$ cat src/logic/mcrc_defs.vh
// Constants for the motor current regulation block
`ifndef MCRC_DEFS_VH
`define MCRC_DEFS_VH
// Decoded current-mode levels of the four-level select input
`define MCRC_LVL_GND      2'h0
`define MCRC_LVL_PD_LOW   2'h1
`define MCRC_LVL_PD_HIGH  2'h2
`define MCRC_LVL_OPEN     2'h3
// Bridge control modes
`define MCRC_BR_PHEN      2'h0
`define MCRC_BR_PWM       2'h1
`define MCRC_BR_HALF      2'h2
// Timing in ns, clock period in ns
`define MCRC_CLK_NS       25
`define MCRC_DBLANK_NS    2000
`define MCRC_ABLANK_NS    1000
`define MCRC_TOFF_NS      20000
`define MCRC_RETRY_NS     100000
// Interval lengths in cycles of the nominal clock
`define MCRC_DBLANK_CYC   16'h0050
`define MCRC_ABLANK_CYC   16'h0028
`define MCRC_TOFF_CYC     16'h0320
`define MCRC_RETRY_CYC    16'h0fa0
// Timer width
`define MCRC_TW           16
`endif

$ cat src/logic/mcrc_timer.v
// One-shot down counter used for each independent interval
`timescale 1ns/10ps
`include "mcrc_defs.vh"
module mcrc_timer #(
	parameter [`MCRC_TW-1:0] COUNT = 16'h0001
) (
	// Clock and reset
	input  wire core_clk_in,
	input  wire sys_rst_in,
	// Control
	input  wire start_in,
	input  wire stop_in,
	// Status
	output wire busy_out,
	output wire done_out
);
	reg [`MCRC_TW-1:0] cnt_reg;

	assign busy_out = (cnt_reg != {`MCRC_TW{1'b0}});
	assign done_out = (cnt_reg == {{(`MCRC_TW-1){1'b0}}, 1'b1});

	always @(posedge core_clk_in)
	begin
		if (sys_rst_in || stop_in)
			cnt_reg <= {`MCRC_TW{1'b0}};
		else if (start_in)
			cnt_reg <= COUNT;
		else if (busy_out)
			cnt_reg <= cnt_reg - {{(`MCRC_TW-1){1'b0}}, 1'b1};
	end
endmodule // mcrc_timer

$ cat src/logic/mcrc_core.v
// Current regulation and overcurrent control of an H-bridge driver
// Contract
// Latch current mode at wake, hold
// Host sleeps, settles, changes mode, wakes
// Ground/open fixed off-time, pull-downs edge brake
// Ground/low pull-down retry, others latch
// Edge modes flag threshold events too
// Overcurrent turns bridge switches off
// Threshold exceedance starts selected regulation
// Comparator passes digital and analog blanking
// Digital at cycle start, analog at threshold
// Edge mode restarts digital blank on edges
// Digital blank masks positive current only
// Both blanking timers fully independent
// Fixed mode short brakes one off-time
// After off-time follow inputs or rebrake
// Edge mode brakes until next input edge
// Only new input edge ends edge brake; here wake going low also clears it
// Flag low on exceedance until edge
// Half-bridge mode disables regulation only
// Decode mode into two-bit latched code
`timescale 1ns/10ps
`include "mcrc_defs.vh"
module mcrc_core #(
	parameter [`MCRC_TW-1:0] DBLANK_CYC = `MCRC_DBLANK_CYC,
	parameter [`MCRC_TW-1:0] ABLANK_CYC = `MCRC_ABLANK_CYC,
	parameter [`MCRC_TW-1:0] TOFF_CYC   = `MCRC_TOFF_CYC,
	parameter [`MCRC_TW-1:0] RETRY_CYC  = `MCRC_RETRY_CYC
) (
	// Clock and reset
	input  wire       core_clk_in,
	input  wire       sys_rst_in,
	// Host pins
	input  wire       wake_control_in,
	input  wire [1:0] current_mode_select_in,
	input  wire [1:0] bridge_mode_select_in,
	input  wire       bridge_input_a_in,
	input  wire       bridge_input_b_in,
	// Analog side
	input  wire       current_threshold_in,
	input  wire       current_positive_in,
	input  wire       overcurrent_shutdown_in,
	// Bridge switches
	output reg        high_side_1_out,
	output reg        low_side_1_out,
	output reg        high_side_2_out,
	output reg        low_side_2_out,
	// Status
	output reg        fault_flag_low_out,
	output reg  [1:0] mode_code_out
);
	// Pin synchronisers: three stages, change when stages two and three agree
	reg [2:0] wk_s, a_s, b_s, th_s, pos_s, oc_s;
	reg wk_reg, a_reg, b_reg, th_reg, pos_reg, oc_reg;
	reg [1:0] cm_s0, cm_s1, cm_s2, bm_s0, bm_s1, bm_s2;
	always @(posedge core_clk_in)
	begin
		if (sys_rst_in)
		begin
			wk_s <= 3'h0; a_s <= 3'h0; b_s <= 3'h0;
			th_s <= 3'h0; pos_s <= 3'h0; oc_s <= 3'h0;
			wk_reg <= 1'b0; a_reg <= 1'b0; b_reg <= 1'b0;
			th_reg <= 1'b0; pos_reg <= 1'b0; oc_reg <= 1'b0;
			cm_s0 <= 2'h0; cm_s1 <= 2'h0; cm_s2 <= 2'h0;
			bm_s0 <= 2'h0; bm_s1 <= 2'h0; bm_s2 <= 2'h0;
		end
		else
		begin
			wk_s <= {wk_s[1:0], wake_control_in};
			a_s <= {a_s[1:0], bridge_input_a_in};
			b_s <= {b_s[1:0], bridge_input_b_in};
			th_s <= {th_s[1:0], current_threshold_in};
			pos_s <= {pos_s[1:0], current_positive_in};
			oc_s <= {oc_s[1:0], overcurrent_shutdown_in};
			cm_s0 <= current_mode_select_in;
			cm_s1 <= cm_s0;
			cm_s2 <= cm_s1;
			bm_s0 <= bridge_mode_select_in;
			bm_s1 <= bm_s0;
			bm_s2 <= bm_s1;
			if (wk_s[1] == wk_s[2]) wk_reg <= wk_s[2];
			if (a_s[1] == a_s[2]) a_reg <= a_s[2];
			if (b_s[1] == b_s[2]) b_reg <= b_s[2];
			if (th_s[1] == th_s[2]) th_reg <= th_s[2];
			if (pos_s[1] == pos_s[2]) pos_reg <= pos_s[2];
			if (oc_s[1] == oc_s[2]) oc_reg <= oc_s[2];
		end
	end

	// Mode latched at wake
	reg       wk_d;
	reg [1:0] cm_lat_reg, bm_lat_reg;
	reg       a_d, b_d;
	wire      wake_rise = wk_reg & ~wk_d;
	wire      edge_in = (a_reg ^ a_d) | (b_reg ^ b_d);
	wire      edge_mode = (cm_lat_reg == `MCRC_LVL_PD_LOW) ||
		(cm_lat_reg == `MCRC_LVL_PD_HIGH);
	wire      auto_retry = (cm_lat_reg == `MCRC_LVL_GND) ||
		(cm_lat_reg == `MCRC_LVL_PD_LOW);
	wire      reg_en = wk_reg && (bm_lat_reg != `MCRC_BR_HALF);

	always @(posedge core_clk_in)
	begin
		if (sys_rst_in)
		begin
			wk_d <= 1'b0; a_d <= 1'b0; b_d <= 1'b0;
			cm_lat_reg <= `MCRC_LVL_GND;
			bm_lat_reg <= `MCRC_BR_PHEN;
		end
		else
		begin
			wk_d <= wk_reg;
			a_d <= a_reg;
			b_d <= b_reg;
			if (wake_rise && (cm_s1 == cm_s2))
			begin
				cm_lat_reg <= cm_s2;
				bm_lat_reg <= bm_s2;
			end
		end
	end

	// Requested bridge state from the inputs
	reg hs1_r, ls1_r, hs2_r, ls2_r;
	always @*
	begin
		hs1_r = 1'b0; ls1_r = 1'b0; hs2_r = 1'b0; ls2_r = 1'b0;
		case (bm_lat_reg)
			`MCRC_BR_PHEN:
			begin
				hs1_r = a_reg & b_reg;  ls1_r = ~(a_reg & b_reg);
				hs2_r = a_reg & ~b_reg; ls2_r = ~(a_reg & ~b_reg);
			end
			`MCRC_BR_PWM:
			begin
				hs1_r = a_reg & ~b_reg; ls1_r = b_reg;
				hs2_r = b_reg & ~a_reg; ls2_r = a_reg;
			end
			default:
			begin
				hs1_r = a_reg; ls1_r = ~a_reg;
				hs2_r = b_reg; ls2_r = ~b_reg;
			end
		endcase
	end
	wire driving = hs1_r ^ hs2_r;

	// Blanking timers, each independent
	wire cycle_start = wake_rise || (edge_mode && edge_in);
	wire db_busy, ab_done, ab_busy, toff_done, toff_busy, rt_done, rt_busy;
	mcrc_timer #(.COUNT(DBLANK_CYC)) u_dblank (
		.core_clk_in (core_clk_in),
		.sys_rst_in  (sys_rst_in),
		.start_in    (cycle_start),
		.stop_in     (1'b0),
		.busy_out    (db_busy),
		.done_out    ()
	);
	reg th_d;
	wire ab_start = th_reg & ~th_d;
	mcrc_timer #(.COUNT(ABLANK_CYC)) u_ablank (
		.core_clk_in (core_clk_in),
		.sys_rst_in  (sys_rst_in),
		.start_in    (ab_start),
		.stop_in     (~th_reg),
		.busy_out    (ab_busy),
		.done_out    (ab_done)
	);
	wire db_mask = db_busy & pos_reg;
	// Analog window stays passed while the comparator stays high
	wire ab_passed = ab_done | (th_d & ~ab_busy);
	wire detect = ab_passed & th_reg & ~db_mask & driving & reg_en;

	// Regulation state
	reg brake_reg, tfire;
	wire toff_start = tfire;
	mcrc_timer #(.COUNT(TOFF_CYC)) u_toff (
		.core_clk_in (core_clk_in),
		.sys_rst_in  (sys_rst_in),
		.start_in    (toff_start),
		.stop_in     (~wk_reg),
		.busy_out    (toff_busy),
		.done_out    (toff_done)
	);

	// Overcurrent handling
	reg oc_lat_reg, oc_d;
	wire oc_rise = oc_reg & ~oc_d;
	mcrc_timer #(.COUNT(RETRY_CYC)) u_retry (
		.core_clk_in (core_clk_in),
		.sys_rst_in  (sys_rst_in),
		.start_in    (oc_rise & auto_retry & wk_reg),
		.stop_in     (~wk_reg),
		.busy_out    (rt_busy),
		.done_out    (rt_done)
	);
	wire oc_off = oc_lat_reg | rt_busy | oc_reg;

	always @(posedge core_clk_in)
	begin
		if (sys_rst_in)
		begin
			th_d <= 1'b0; oc_d <= 1'b0;
			brake_reg <= 1'b0; tfire <= 1'b0; oc_lat_reg <= 1'b0;
		end
		else
		begin
			th_d <= th_reg;
			oc_d <= oc_reg;
			tfire <= 1'b0;
			if (!wk_reg || !reg_en)
				brake_reg <= 1'b0;
			else if (edge_mode)
			begin
				if (edge_in)
					brake_reg <= 1'b0;
				else if (detect)
					brake_reg <= 1'b1;
			end
			else
			begin
				if (toff_done && th_reg)
					tfire <= 1'b1;
				else if (toff_done)
					brake_reg <= 1'b0;
				else if (detect && !toff_busy && !brake_reg)
				begin
					brake_reg <= 1'b1;
					tfire <= 1'b1;
				end
			end
			if (!wk_reg)
				oc_lat_reg <= 1'b0;
			else if (oc_rise && !auto_retry)
				oc_lat_reg <= 1'b1;
		end
	end

	// Registered outputs
	always @(posedge core_clk_in)
	begin
		if (sys_rst_in)
		begin
			high_side_1_out <= 1'b0; low_side_1_out <= 1'b0;
			high_side_2_out <= 1'b0; low_side_2_out <= 1'b0;
			fault_flag_low_out <= 1'b1;
			mode_code_out <= `MCRC_LVL_GND;
		end
		else
		begin
			mode_code_out <= cm_lat_reg;
			if (!wk_reg || oc_off)
			begin
				high_side_1_out <= 1'b0; low_side_1_out <= 1'b0;
				high_side_2_out <= 1'b0; low_side_2_out <= 1'b0;
			end
			else if (brake_reg)
			begin
				high_side_1_out <= 1'b0; low_side_1_out <= 1'b1;
				high_side_2_out <= 1'b0; low_side_2_out <= 1'b1;
			end
			else
			begin
				high_side_1_out <= hs1_r; low_side_1_out <= ls1_r;
				high_side_2_out <= hs2_r; low_side_2_out <= ls2_r;
			end
			fault_flag_low_out <= ~((wk_reg && oc_off) ||
				(edge_mode && brake_reg));
		end
	end
endmodule // mcrc_core

$ cat config.mk
export PLATFORM = sky130hd
export DESIGN_NAME = mcrc_core
export DESIGN_NICKNAME = d
export VERILOG_FILES = /design/src/logic/mcrc_timer.v /design/src/logic/mcrc_core.v
export VERILOG_INCLUDE_DIRS = /design/src /design/src/logic
export SDC_FILE = /design/constraint.sdc
export NUM_CORES = 1
export LEC_CHECK = 0
export BUFFER_PORTS_ARGS = -buffer_cell sky130_fd_sc_hd__buf_2
export CAP_MARGIN = 30
export CORE_ASPECT_RATIO = 1.1
export CORE_MARGIN = 3
export CORE_UTILIZATION = 60
export CTS_CLUSTER_DIAMETER = 50
export CTS_CLUSTER_SIZE = 20
export DETAILED_ROUTE_END_ITERATION = 12
export PLACE_DENSITY = 0.87
export SLEW_MARGIN = 20
export SYNTH_ARGS = -nofsm -noshare
export SYNTH_HDL_FRONTEND = slang
export SYNTH_SLANG_ARGS = --single-unit
$ cat constraint.sdc
create_clock -name core_clk_in -period 5.4 [get_ports core_clk_in]
set_input_delay 0.27 -clock core_clk_in [delete_from_list [all_inputs] [get_ports core_clk_in]]
set_output_delay 0.27 -clock core_clk_in [all_outputs]
set_load 0.01 [all_outputs]
Yosys cells after proc, flatten, opt, wreduce, memory -nomap -nowiden. Index checks and enable logic that the tools add are counted.

Multipliers: 0. Reduce and logical (&&, ||, !) cells: 43. Bitwise gates (word level): 33. $add $sub $neg: 4. Equality and inequality tests: 15. Divide/modulo/power cells: 0. Shift-type cells: 0. Magnitude comparators: 0. Muxes and demuxes: 23.

Operators by type and width (number): nonzero test 16 bit (4); subtractor 16 x 1 -> 16 bit, second input constant (4); == test 16 x 1 -> 1 bit, second input constant (2); 2-to-1 mux 12 bit (2); 2-to-1 mux 10 bit (2); AND 1 bit (14); 2-to-1 mux 7 bit (2); OR reduction 2 bit (7); 2-to-1 mux 6 bit (2); NOT 1 bit (12); 2-to-1 mux 1 bit (11); logical AND 1 bit (9); logical OR 1 bit (8); one-hot mux 1 bit (2 select lines) (4); nonzero test 2 bit (4); == test 1 bit (6); OR reduction 3 bit (2); logical NOT 1 bit (5); == test 2 x 1 -> 1 bit, second input constant (2); logical NOT 2 bit (2); != test 2 bit, second input constant (2); OR 1 bit (4); != test 3 x 2 -> 1 bit, second input constant (1); AND reduction 3 bit (1); 4 further kinds (6).

Bits in latches: 0. Bits in writable memories: 0. Bits of input ports: 12. ROM bits: 0. Word-level logic and storage cells: 160. Memories: 0. Register bits after elaboration: 119.

Logic depth before layout (Yosys ltp). Gate-level depths: netlist of the first run.

Word-level depth: 14. Gate-level depth with buffers: 8.

Cells and area by module. A second synthesis of the first run with hierarchy kept.

Cells, all modules: 592. Area total of the unflattened synthesis: 5395.2 sq um.

Modules (own cells, without submodules): mcrc_core (cells each 194, instances 1, area an instance 1916.8 sq um); mcrc_timer (u_toff) (cells each 104, instances 1, area an instance 890.9 sq um); mcrc_timer (u_retry) (cells each 103, instances 1, area an instance 877.1 sq um); mcrc_timer (u_dblank) (cells each 98, instances 1, area an instance 860.8 sq um); mcrc_timer (u_ablank) (cells each 93, instances 1, area an instance 849.6 sq um).

Least setup slack after synthesis of the first run. Ideal clock, no wire load.

Path type: register -> register. Start: register u_retry.cnt_reg[7]. End: register high_side_1_out. Library setup time: 0.073 ns. Path slack: 3.528 ns. Data required time: 5.327 ns. Data arrival time: 1.799 ns. Cell stages (with the launch flop): 6. Period minus slack after synthesis: 1.872 ns. Cell sequence: dfxtp_1 -> or4_4 -> nor3_4 -> nand3_2 -> or4_4 -> nor3_2.

Word-level cells in the longest chain between the ends: 5.

Ends and longest elaborated chain: from (decl) (line mcrc_timer.v:17) `` reg [`MCRC_TW-1:0] cnt_reg; ``; from (signal assigned) (line mcrc_timer.v:25) `` cnt_reg <= {`MCRC_TW{1'b0}}; ``; from (signal assigned) (line mcrc_timer.v:29) `` cnt_reg <= cnt_reg - {{(`MCRC_TW-1){1'b0}}, 1'b1}; ``; nonzero test 16 bit (line mcrc_timer.v:19) `` assign busy_out = (cnt_reg != {`MCRC_TW{1'b0}}); ``; OR 1 bit (2 in a row) (line mcrc_core.v:197) `wire oc_off = oc_lat_reg | rt_busy | oc_reg;`; logical OR 1 bit (line mcrc_core.v:252) `if (!wk_reg || oc_off)`; OR reduction 3 bit (no line); to (signal assigned) (line mcrc_core.v:264) `high_side_1_out <= hs1_r; low_side_1_out <= ls1_r;`; to (decl) (line mcrc_core.v:44) `output reg high_side_1_out,`.

No other way between the ends. A chain may end at the register's enable or synchronous reset.

Worst setup path in the final report of the first run.
Start: register cm_lat_reg[0]. End: register u_dblank.cnt_reg[1].

Word-level cells in the longest chain between the ends: 5. Elaborated cells between the ends (all ways): 6. Classes of those cells: eq/ne: 2; reduce/logical: 4.

Ends and longest elaborated chain: from (decl) (line mcrc_core.v:92) `reg [1:0] cm_lat_reg, bm_lat_reg;`; from (signal assigned) (line mcrc_core.v:107) `` cm_lat_reg <= `MCRC_LVL_GND; ``; from (signal assigned) (line mcrc_core.v:117) `cm_lat_reg <= cm_s2;`; == test 2 x 1 -> 1 bit (no line) or == test 2 bit (tied branches); logical OR 1 bit * (line mcrc_core.v:96) `` wire edge_mode = (cm_lat_reg == `MCRC_LVL_PD_LOW) || ``; logical AND 1 bit * (line mcrc_core.v:149) `wire cycle_start = wake_rise || (edge_mode && edge_in);`; logical OR 1 bit * (line mcrc_core.v:149); OR reduction 2 bit (no line) *; to (signal assigned) (line mcrc_timer.v:25); to (signal assigned) (line mcrc_timer.v:29); to (decl) (line mcrc_timer.v:17).

Every way passes the cells marked *; elsewhere a longest branch is shown, timed or not.

==> impl_metrics.json, run 1 <==
{
  "final_nets": 608,
  "clock-sinks": 119,
  "cts.path.max_buffers": 2,
  "grt_pass1_vias": 3872,
  "worstSkewPairLatency_ps": 510,
  "seq_area_um2": 2380,
  "grt_start_max_net_pins": 52,
  "firstDrtPassIters": 4,
  "final_area_um2": 5790,
  "yosysMostFrequentCell": "dfxtp_1",
  "cts_tree": "built",
  "dp_hpwl_um": 6290,
  "area_delta_synth_final_pct": 16.0,
  "path_class": "reg2reg",
  "rsz0062_at_grt": "false",
  "n_fill_cell": 556,
  "fin_crit_sh_pct": 40.2,
  "switching_share_pct": 29.1,
  "ir_worst_vdd_mv": 0.444,
  "grt_use_total_pct": 23.8,
  "period_needed_ps": 2170,
  "routed_wl_um": 10300,
  "finish.utilization_pct": 72.4,
  "ys.flop_type": "dfxtp_1",
  "placed_cells": 667,
  "multiInputGateArea_um2": 2460,
  "crit_path_end_kind": "register",
  "h-tree-depth": 4,
  "synthTopCellsByCount": "dfxtp_1 (119), nor2_1 (83), nor2b_1 (34), nand2_1 (29), xor2_1 (29)",
  "async_flop_share_pct": 0,
  "synth_nets": 583,
  "outcome": "finished, final reports clean",
  "die_x_um": 93.0,
  "boundaryPins": 19,
  "worst_slew_pin_slew_ps": 837,
  "clkPwrFrac_pct": 43.4,
  "synth_seq_area_share_pct": 47.7,
  "synth_top_cell_by_area": "dfxtp_1",
  "route.detailed.drc": 0,
  "drive_gt1_share_pct": 11.2,
  "initial_core_util_pct": 62.5,
  "max_freq_mhz": 461,
  "hold_path.class": "in2reg",
  "p_int_mw": 1.74,
  "finalMaxSlewViolations": 0,
  "synth_seq_cells": 119,
  "layout.cells.non_filler": 707,
  "coreArea_um2": 8000,
  "hold_buffers": 8,
  "synth_cell_type_count": 46,
  "antenna_left": 0,
  "worstPathArrival_ps": 2590,
  "grt_pass1_wl_um": 17800,
  "required_ps": 5820,
  "syn_area_um2": 4990,
  "sequentialPowerShare_pct": 40.6,
  "avgSynthCellArea_um2": 8.90,
  "cap_viol_max_count": 0,
  "port_buffers": 18,
  "wire_per_inst_um": 14.6,
  "rows": 34,
  "gp_congestion": 0.866,
  "clk_pin_slew_ps": 60,
  "fin_setup_tns_ps": 0,
  "drtIter0Drc": 271,
  "cts_root_buf": "clkbuf_8",
  "hold_viol": 0,
  "dr_total_vias": 3931,
  "clock_skew_ps": 10.0,
  "postPlaceCellArea_um2": 5140,
  "post_cts.repair.setup_buffers": 0,
  "finalSetupViolCount": 0,
  "cp-start-kind": "register",
  "dieArea_um2": 9460,
  "leakage_nw": 2.20,
  "synth_area_leaders": "dfxtp_1 (48%), nor2_1 (6.2%), xor2_1 (5.1%)",
  "routed_via_density": 5.56,
  "antenna_cells": 0,
  "grt_overflow": 0,
  "syn_inst": 561,
  "p_sw_mw": 0.713,
  "synth-warning-count": 0,
  "yosysTopAreaCellShare_pct": 47.7,
  "p_comb_share_pct": 16.0,
  "synth_edf_count": 0,
  "antenna_found_initial": 0,
  "powerDensity_nw_per_um2": 423,
  "path_max_fanout": 14,
  "finalPower_mw": 2.45,
  "slew_headroom_pct": 44.2,
  "cts-resized-gates": 0,
  "numCtsBuffers": 17,
  "dieHeight_um": 102
}
-- final cells by class --
cell class / count / share of cell area [%]
Tap cell: 108 / 2.33
Clock inverter: 14 / 2.44
Timing Repair Buffer: 26 / 2.94
Sequential cell: 119 / 41.1
Clock buffer: 18 / 7.39
Inverter: 20 / 1.30
Multi-Input combinational cell: 402 / 42.5
-- path summary, 6_finish.rpt --
path / startpoint / endpoint / slack [ps] / cells after the start
max: cm_lat_reg[0] / u_dblank.cnt_reg[1] / 3230 / 6
min: bridge_mode_select_in[0] / bm_s0[0] / 20 / 2
max reg2reg: cm_lat_reg[0] / u_dblank.cnt_reg[1] / 3230 / 6
min reg2reg: cm_s0[1] / cm_s1[1] / 440 / 1
-- power by group through the flow --
| stage | registers [mW] | clock network, mW | logic (mW) |
|---|---|---|---|
| 2_1_floorplan | 0.999 | 0 | 0.315 |
| 3_3_place_gp | 1.01 | 0 | 0.356 |
| 3_5_place_dp | 1.01 | 0 | 0.368 |
| 4_1_cts | 0.992 | 1.08 | 0.383 |
| 5_1_grt | 1.00 | 1.12 | 0.441 |
| 6_report | 0.995 | 1.06 | 0.391 |
-- critical path: stages, from the launching register on --
cell,delay [ps]
dfxtp_1,350
inv_1,70
ha_1,350
o21ai_0,140
a21boi_0,430
nand2b_1,410
a211oi_1,320
-- layer usage --
metal	wire, µm	GRT usage (%)	vias to the layer above
li1	-	-	1985
met1	4420	28.0	1847
met2	5380	42.2	84
met3	430	7.21	15
met4	111	6.54	0
met5	0	0	-
-- logic make-up after synthesis --
| kind of cell | after synthesis | share of synthesized area (%) |
|---|---|---|
| mux | 6 | 1.25 |
| xor+xnor | 50 | 8.77 |
| compound gates | 77 | 9.14 |
| simple gates | 259 | 27.6 |
| flops | 119 | 47.7 |
| fa+ha+maj | 10 | 2.51 |
| buf+inv | 40 | 3.03 |
-- stage by stage --
step / hold WS (ps) / worst slack (ps)
2_1_floorplan: 398 / 3530
3_3_place_gp: 418 / 3340
3_5_place_dp: 423 / 3250
4_1_cts: 4.15 / 3260
5_1_grt: 10.2 / 3080
6_report: 20.1 / 3230
-- layout by cell type, fill, tap and decap left out, types with 2 or more instances in the layout --
| master | instances |
|---|---|
| a211oi_1 | 4 |
| a21oi_1 | 28 |
| a31oi_1 | 8 |
| and3_1 | 4 |
| buf_2 | 18 |
| clkbuf_16 | 16 |
| clkbuf_8 | 2 |
| clkinv_4 | 4 |
| clkinvlp_4 | 4 |
| dfxtp_1 | 119 |
| dlygate4sd3_1 | 8 |
| ha_1 | 10 |
| inv_1 | 20 |
| inv_6 | 4 |
| mux2_2 | 2 |
| mux2i_1 | 4 |
| nand2_1 | 29 |
| nand2b_1 | 6 |
| nand3_1 | 16 |
| nand3b_1 | 5 |
| nand4_1 | 5 |
| nand4b_1 | 4 |
| nor2_1 | 83 |
| nor2b_1 | 34 |
| nor3_1 | 21 |
| nor3_2 | 3 |
| nor4_1 | 18 |
| nor4_2 | 2 |
| nor4b_1 | 2 |
| o211ai_1 | 6 |
| o21ai_0 | 20 |
| o31ai_1 | 4 |
| or2_2 | 4 |
| or3_1 | 10 |
| or4_1 | 6 |
| or4_4 | 2 |
| xnor2_1 | 21 |
| xor2_1 | 29 |
Note: power is estimated with default switching activity, not from simulation.
==> run 2: changes to the inputs <==
--- a/config.mk
+++ b/config.mk
@@ -10,11 +10,11 @@
 export CAP_MARGIN = 30
 export CORE_ASPECT_RATIO = 1.1
 export CORE_MARGIN = 3
-export CORE_UTILIZATION = 60
+export CORE_UTILIZATION = 55
 export CTS_CLUSTER_DIAMETER = 50
 export CTS_CLUSTER_SIZE = 20
 export DETAILED_ROUTE_END_ITERATION = 12
-export PLACE_DENSITY = 0.87
+export PLACE_DENSITY = 0.84
 export SLEW_MARGIN = 20
 export SYNTH_ARGS = -nofsm -noshare
 export SYNTH_HDL_FRONTEND = slang
==> constraint.sdc (replaced) <==
create_clock -name core_clk_in -period 1.8 [get_ports core_clk_in]
set_input_delay 0.09 -clock core_clk_in [delete_from_list [all_inputs] [get_ports core_clk_in]]
set_output_delay 0.09 -clock core_clk_in [all_outputs]
set_load 0.01 [all_outputs]
==> run 2 against run 1 <==
The flow now finishes with violations (negative setup slack). Setup slack got worse by 3300 ps. Clock skew decreased by 0.63 ps. Register-to-register slack got worse by 3300 ps. Die area increased by 8.5%. Non-clock buffer count increased by 54. Global-route usage increased by 0.46 points. Cell area increased by 12%.
==> impl_metrics.json, run 2 (same netlist as run 1, synthesis figures left out) <==
{
  "slowest_delay_ps": 540,
  "hold_viol": 0,
  "required_ps": 2260,
  "antenna_cells": 0,
  "dieHeight_um": 106,
  "route.detailed.drc": 0,
  "finalPower_mw": 7.80,
  "crit_path_end_kind": "register",
  "reg2reg_slack_ps": -100,
  "antenna_left": 0,
  "reg2reg_depth": 5,
  "final_cell_mix": "dfxtp_1 (117), nor2_1 (82), buf_4 (51)",
  "dr_total_vias": 4424,
  "drive_gt1_share_pct": 24.2,
  "grt_pass1_vias": 4364,
  "die_x_um": 96.9,
  "violations": "negative setup slack",
  "dieArea_um2": 10300,
  "cts_tree": "built",
  "leakage_nw": 2.56,
  "final_common_cell": "dfxtp_1",
  "worst_slew_pin_slew_ps": 498,
  "cap_viol_max_count": 0,
  "clock-sinks": 119,
  "crit_start": "u_ablank.cnt_reg[12]",
  "initial_core_util_pct": 57.9,
  "rows": 35,
  "port_buffers": 18,
  "critical_path_depth": 5,
  "fin_ws_ps": -98.1,
  "antenna_found_initial": 0,
  "grt_pass1_wl_um": 20400,
  "cts.path.max_buffers": 2,
  "cp_num_buf_inv": 0,
  "area_delta_synth_final_pct": 29.8,
  "hold_path.class": "in2reg",
  "clock_skew_ps": 9.42,
  "grt_overflow": 0,
  "path_max_fanout": 2,
  "routed_wl_um": 12600,
  "firstDrtPassIters": 5,
  "worstSkewPairLatency_ps": 520,
  "holdPathEnd": "b_s[0]",
  "finalSetupViolCount": 6,
  "clk_pin_slew_ps": 70,
  "cp-start-kind": "register",
  "boundaryPins": 19,
  "hold_path_startpoint": "bridge_input_b_in",
  "r2r_start": "u_ablank.cnt_reg[12]",
  "wire_per_inst_um": 16.5,
  "path_cells": "or4_4, or4_4, nor3_4, nand4_1, a21oi_2",
  "grt_use_total_pct": 24.2,
  "drtIter0Drc": 406,
  "powerDensity_nw_per_um2": 1200,
  "rsz0062_at_grt": "true",
  "crit_slowest_cell": "or4_4",
  "path_class": "reg2reg",
  "cts_root_buf": "clkbuf_8",
  "worstHoldPathCells": 3,
  "worstPathArrival_ps": 2360,
  "finish.utilization_pct": 75.1,
  "slew_headroom_pct": 66.5,
  "numCtsBuffers": 17,
  "coreArea_um2": 8630,
  "r2r-end": "tfire",
  "crit_family": "simple AND/OR/NAND/NOR gates",
  "grt_start_max_net_pins": 47,
  "cpMostUsedCell": "or4_4",
  "fin_crit_sh_pct": 105,
  "max_freq_mhz": 527,
  "gp_congestion": 0.883,
  "finalMaxSlewViolations": 0,
  "routed_via_density": 5.79,
  "ir_worst_vdd_mv": 1.05,
  "outcome": "finished, violations left",
  "final_nets": 662,
  "period_needed_ps": 1900,
  "dp_hpwl_um": 7120,
  "h-tree-depth": 4
}
## run 2: how the worst max path moves through the flow
stage,end,slack [ps]
floorplan,high_side_1_out,-60
global placement,high_side_1_out,-20
detailed placement,high_side_1_out,-100
CTS,high_side_1_out,-70
global route,tfire,-140
finish,tfire,-100
## run 2: what timing repair did
action	4_1_cts	5_1_grt
pin swaps	5	7
resized for setup	13	37
setup buffers	2	4
endpoints found under the setup margin	24	54
hold buffers	11	0
hold endpoints to repair	14	0
## run 2: routing by layer
metal / share of wire (%) / track usage [%]
met5: 0 / 0
met4: 2.7 / 8.43
met3: 5.3 / 6.17
met2: 52 / 43.8
met1: 40 / 27.8
## run 2: worst reg2reg max path, cell delays in order, from the launching register on
cell and delay (ps):
dfxtp_2 330, or4_4 510, or4_4 540, nor3_4 160
nand4_1 150, a21oi_2 150
## run 2: power by group
part | internal [mW] | switching [mW]
logic | 0.682 | 0.777
clock network | 1.92 | 1.43
registers | 2.82 | 0.175
## run 2: layout make-up
type	instances	area (µm²)
clock buffer	17	414
clock inverter	15	173
fill	489	2140
inverter	20	75.1
multi-input combinational	402	2710
sequential	119	2380
tap	111	139
timing repair buffer	80	583
## run 2: through the flow
stage	setup slack [ps]	hold WS [ps]	TNS [ps]	cells	cell area, µm²
floorplan	-60.1	218	-145	561	5000
global placement	-15.6	298	-45.4	715	5490
detailed placement	-99.2	306	-631	715	5490
CTS	-73.8	305	-261	760	6260
global route	-139	314	-1080	764	6480
finish	-98.1	313	-263	764	6480
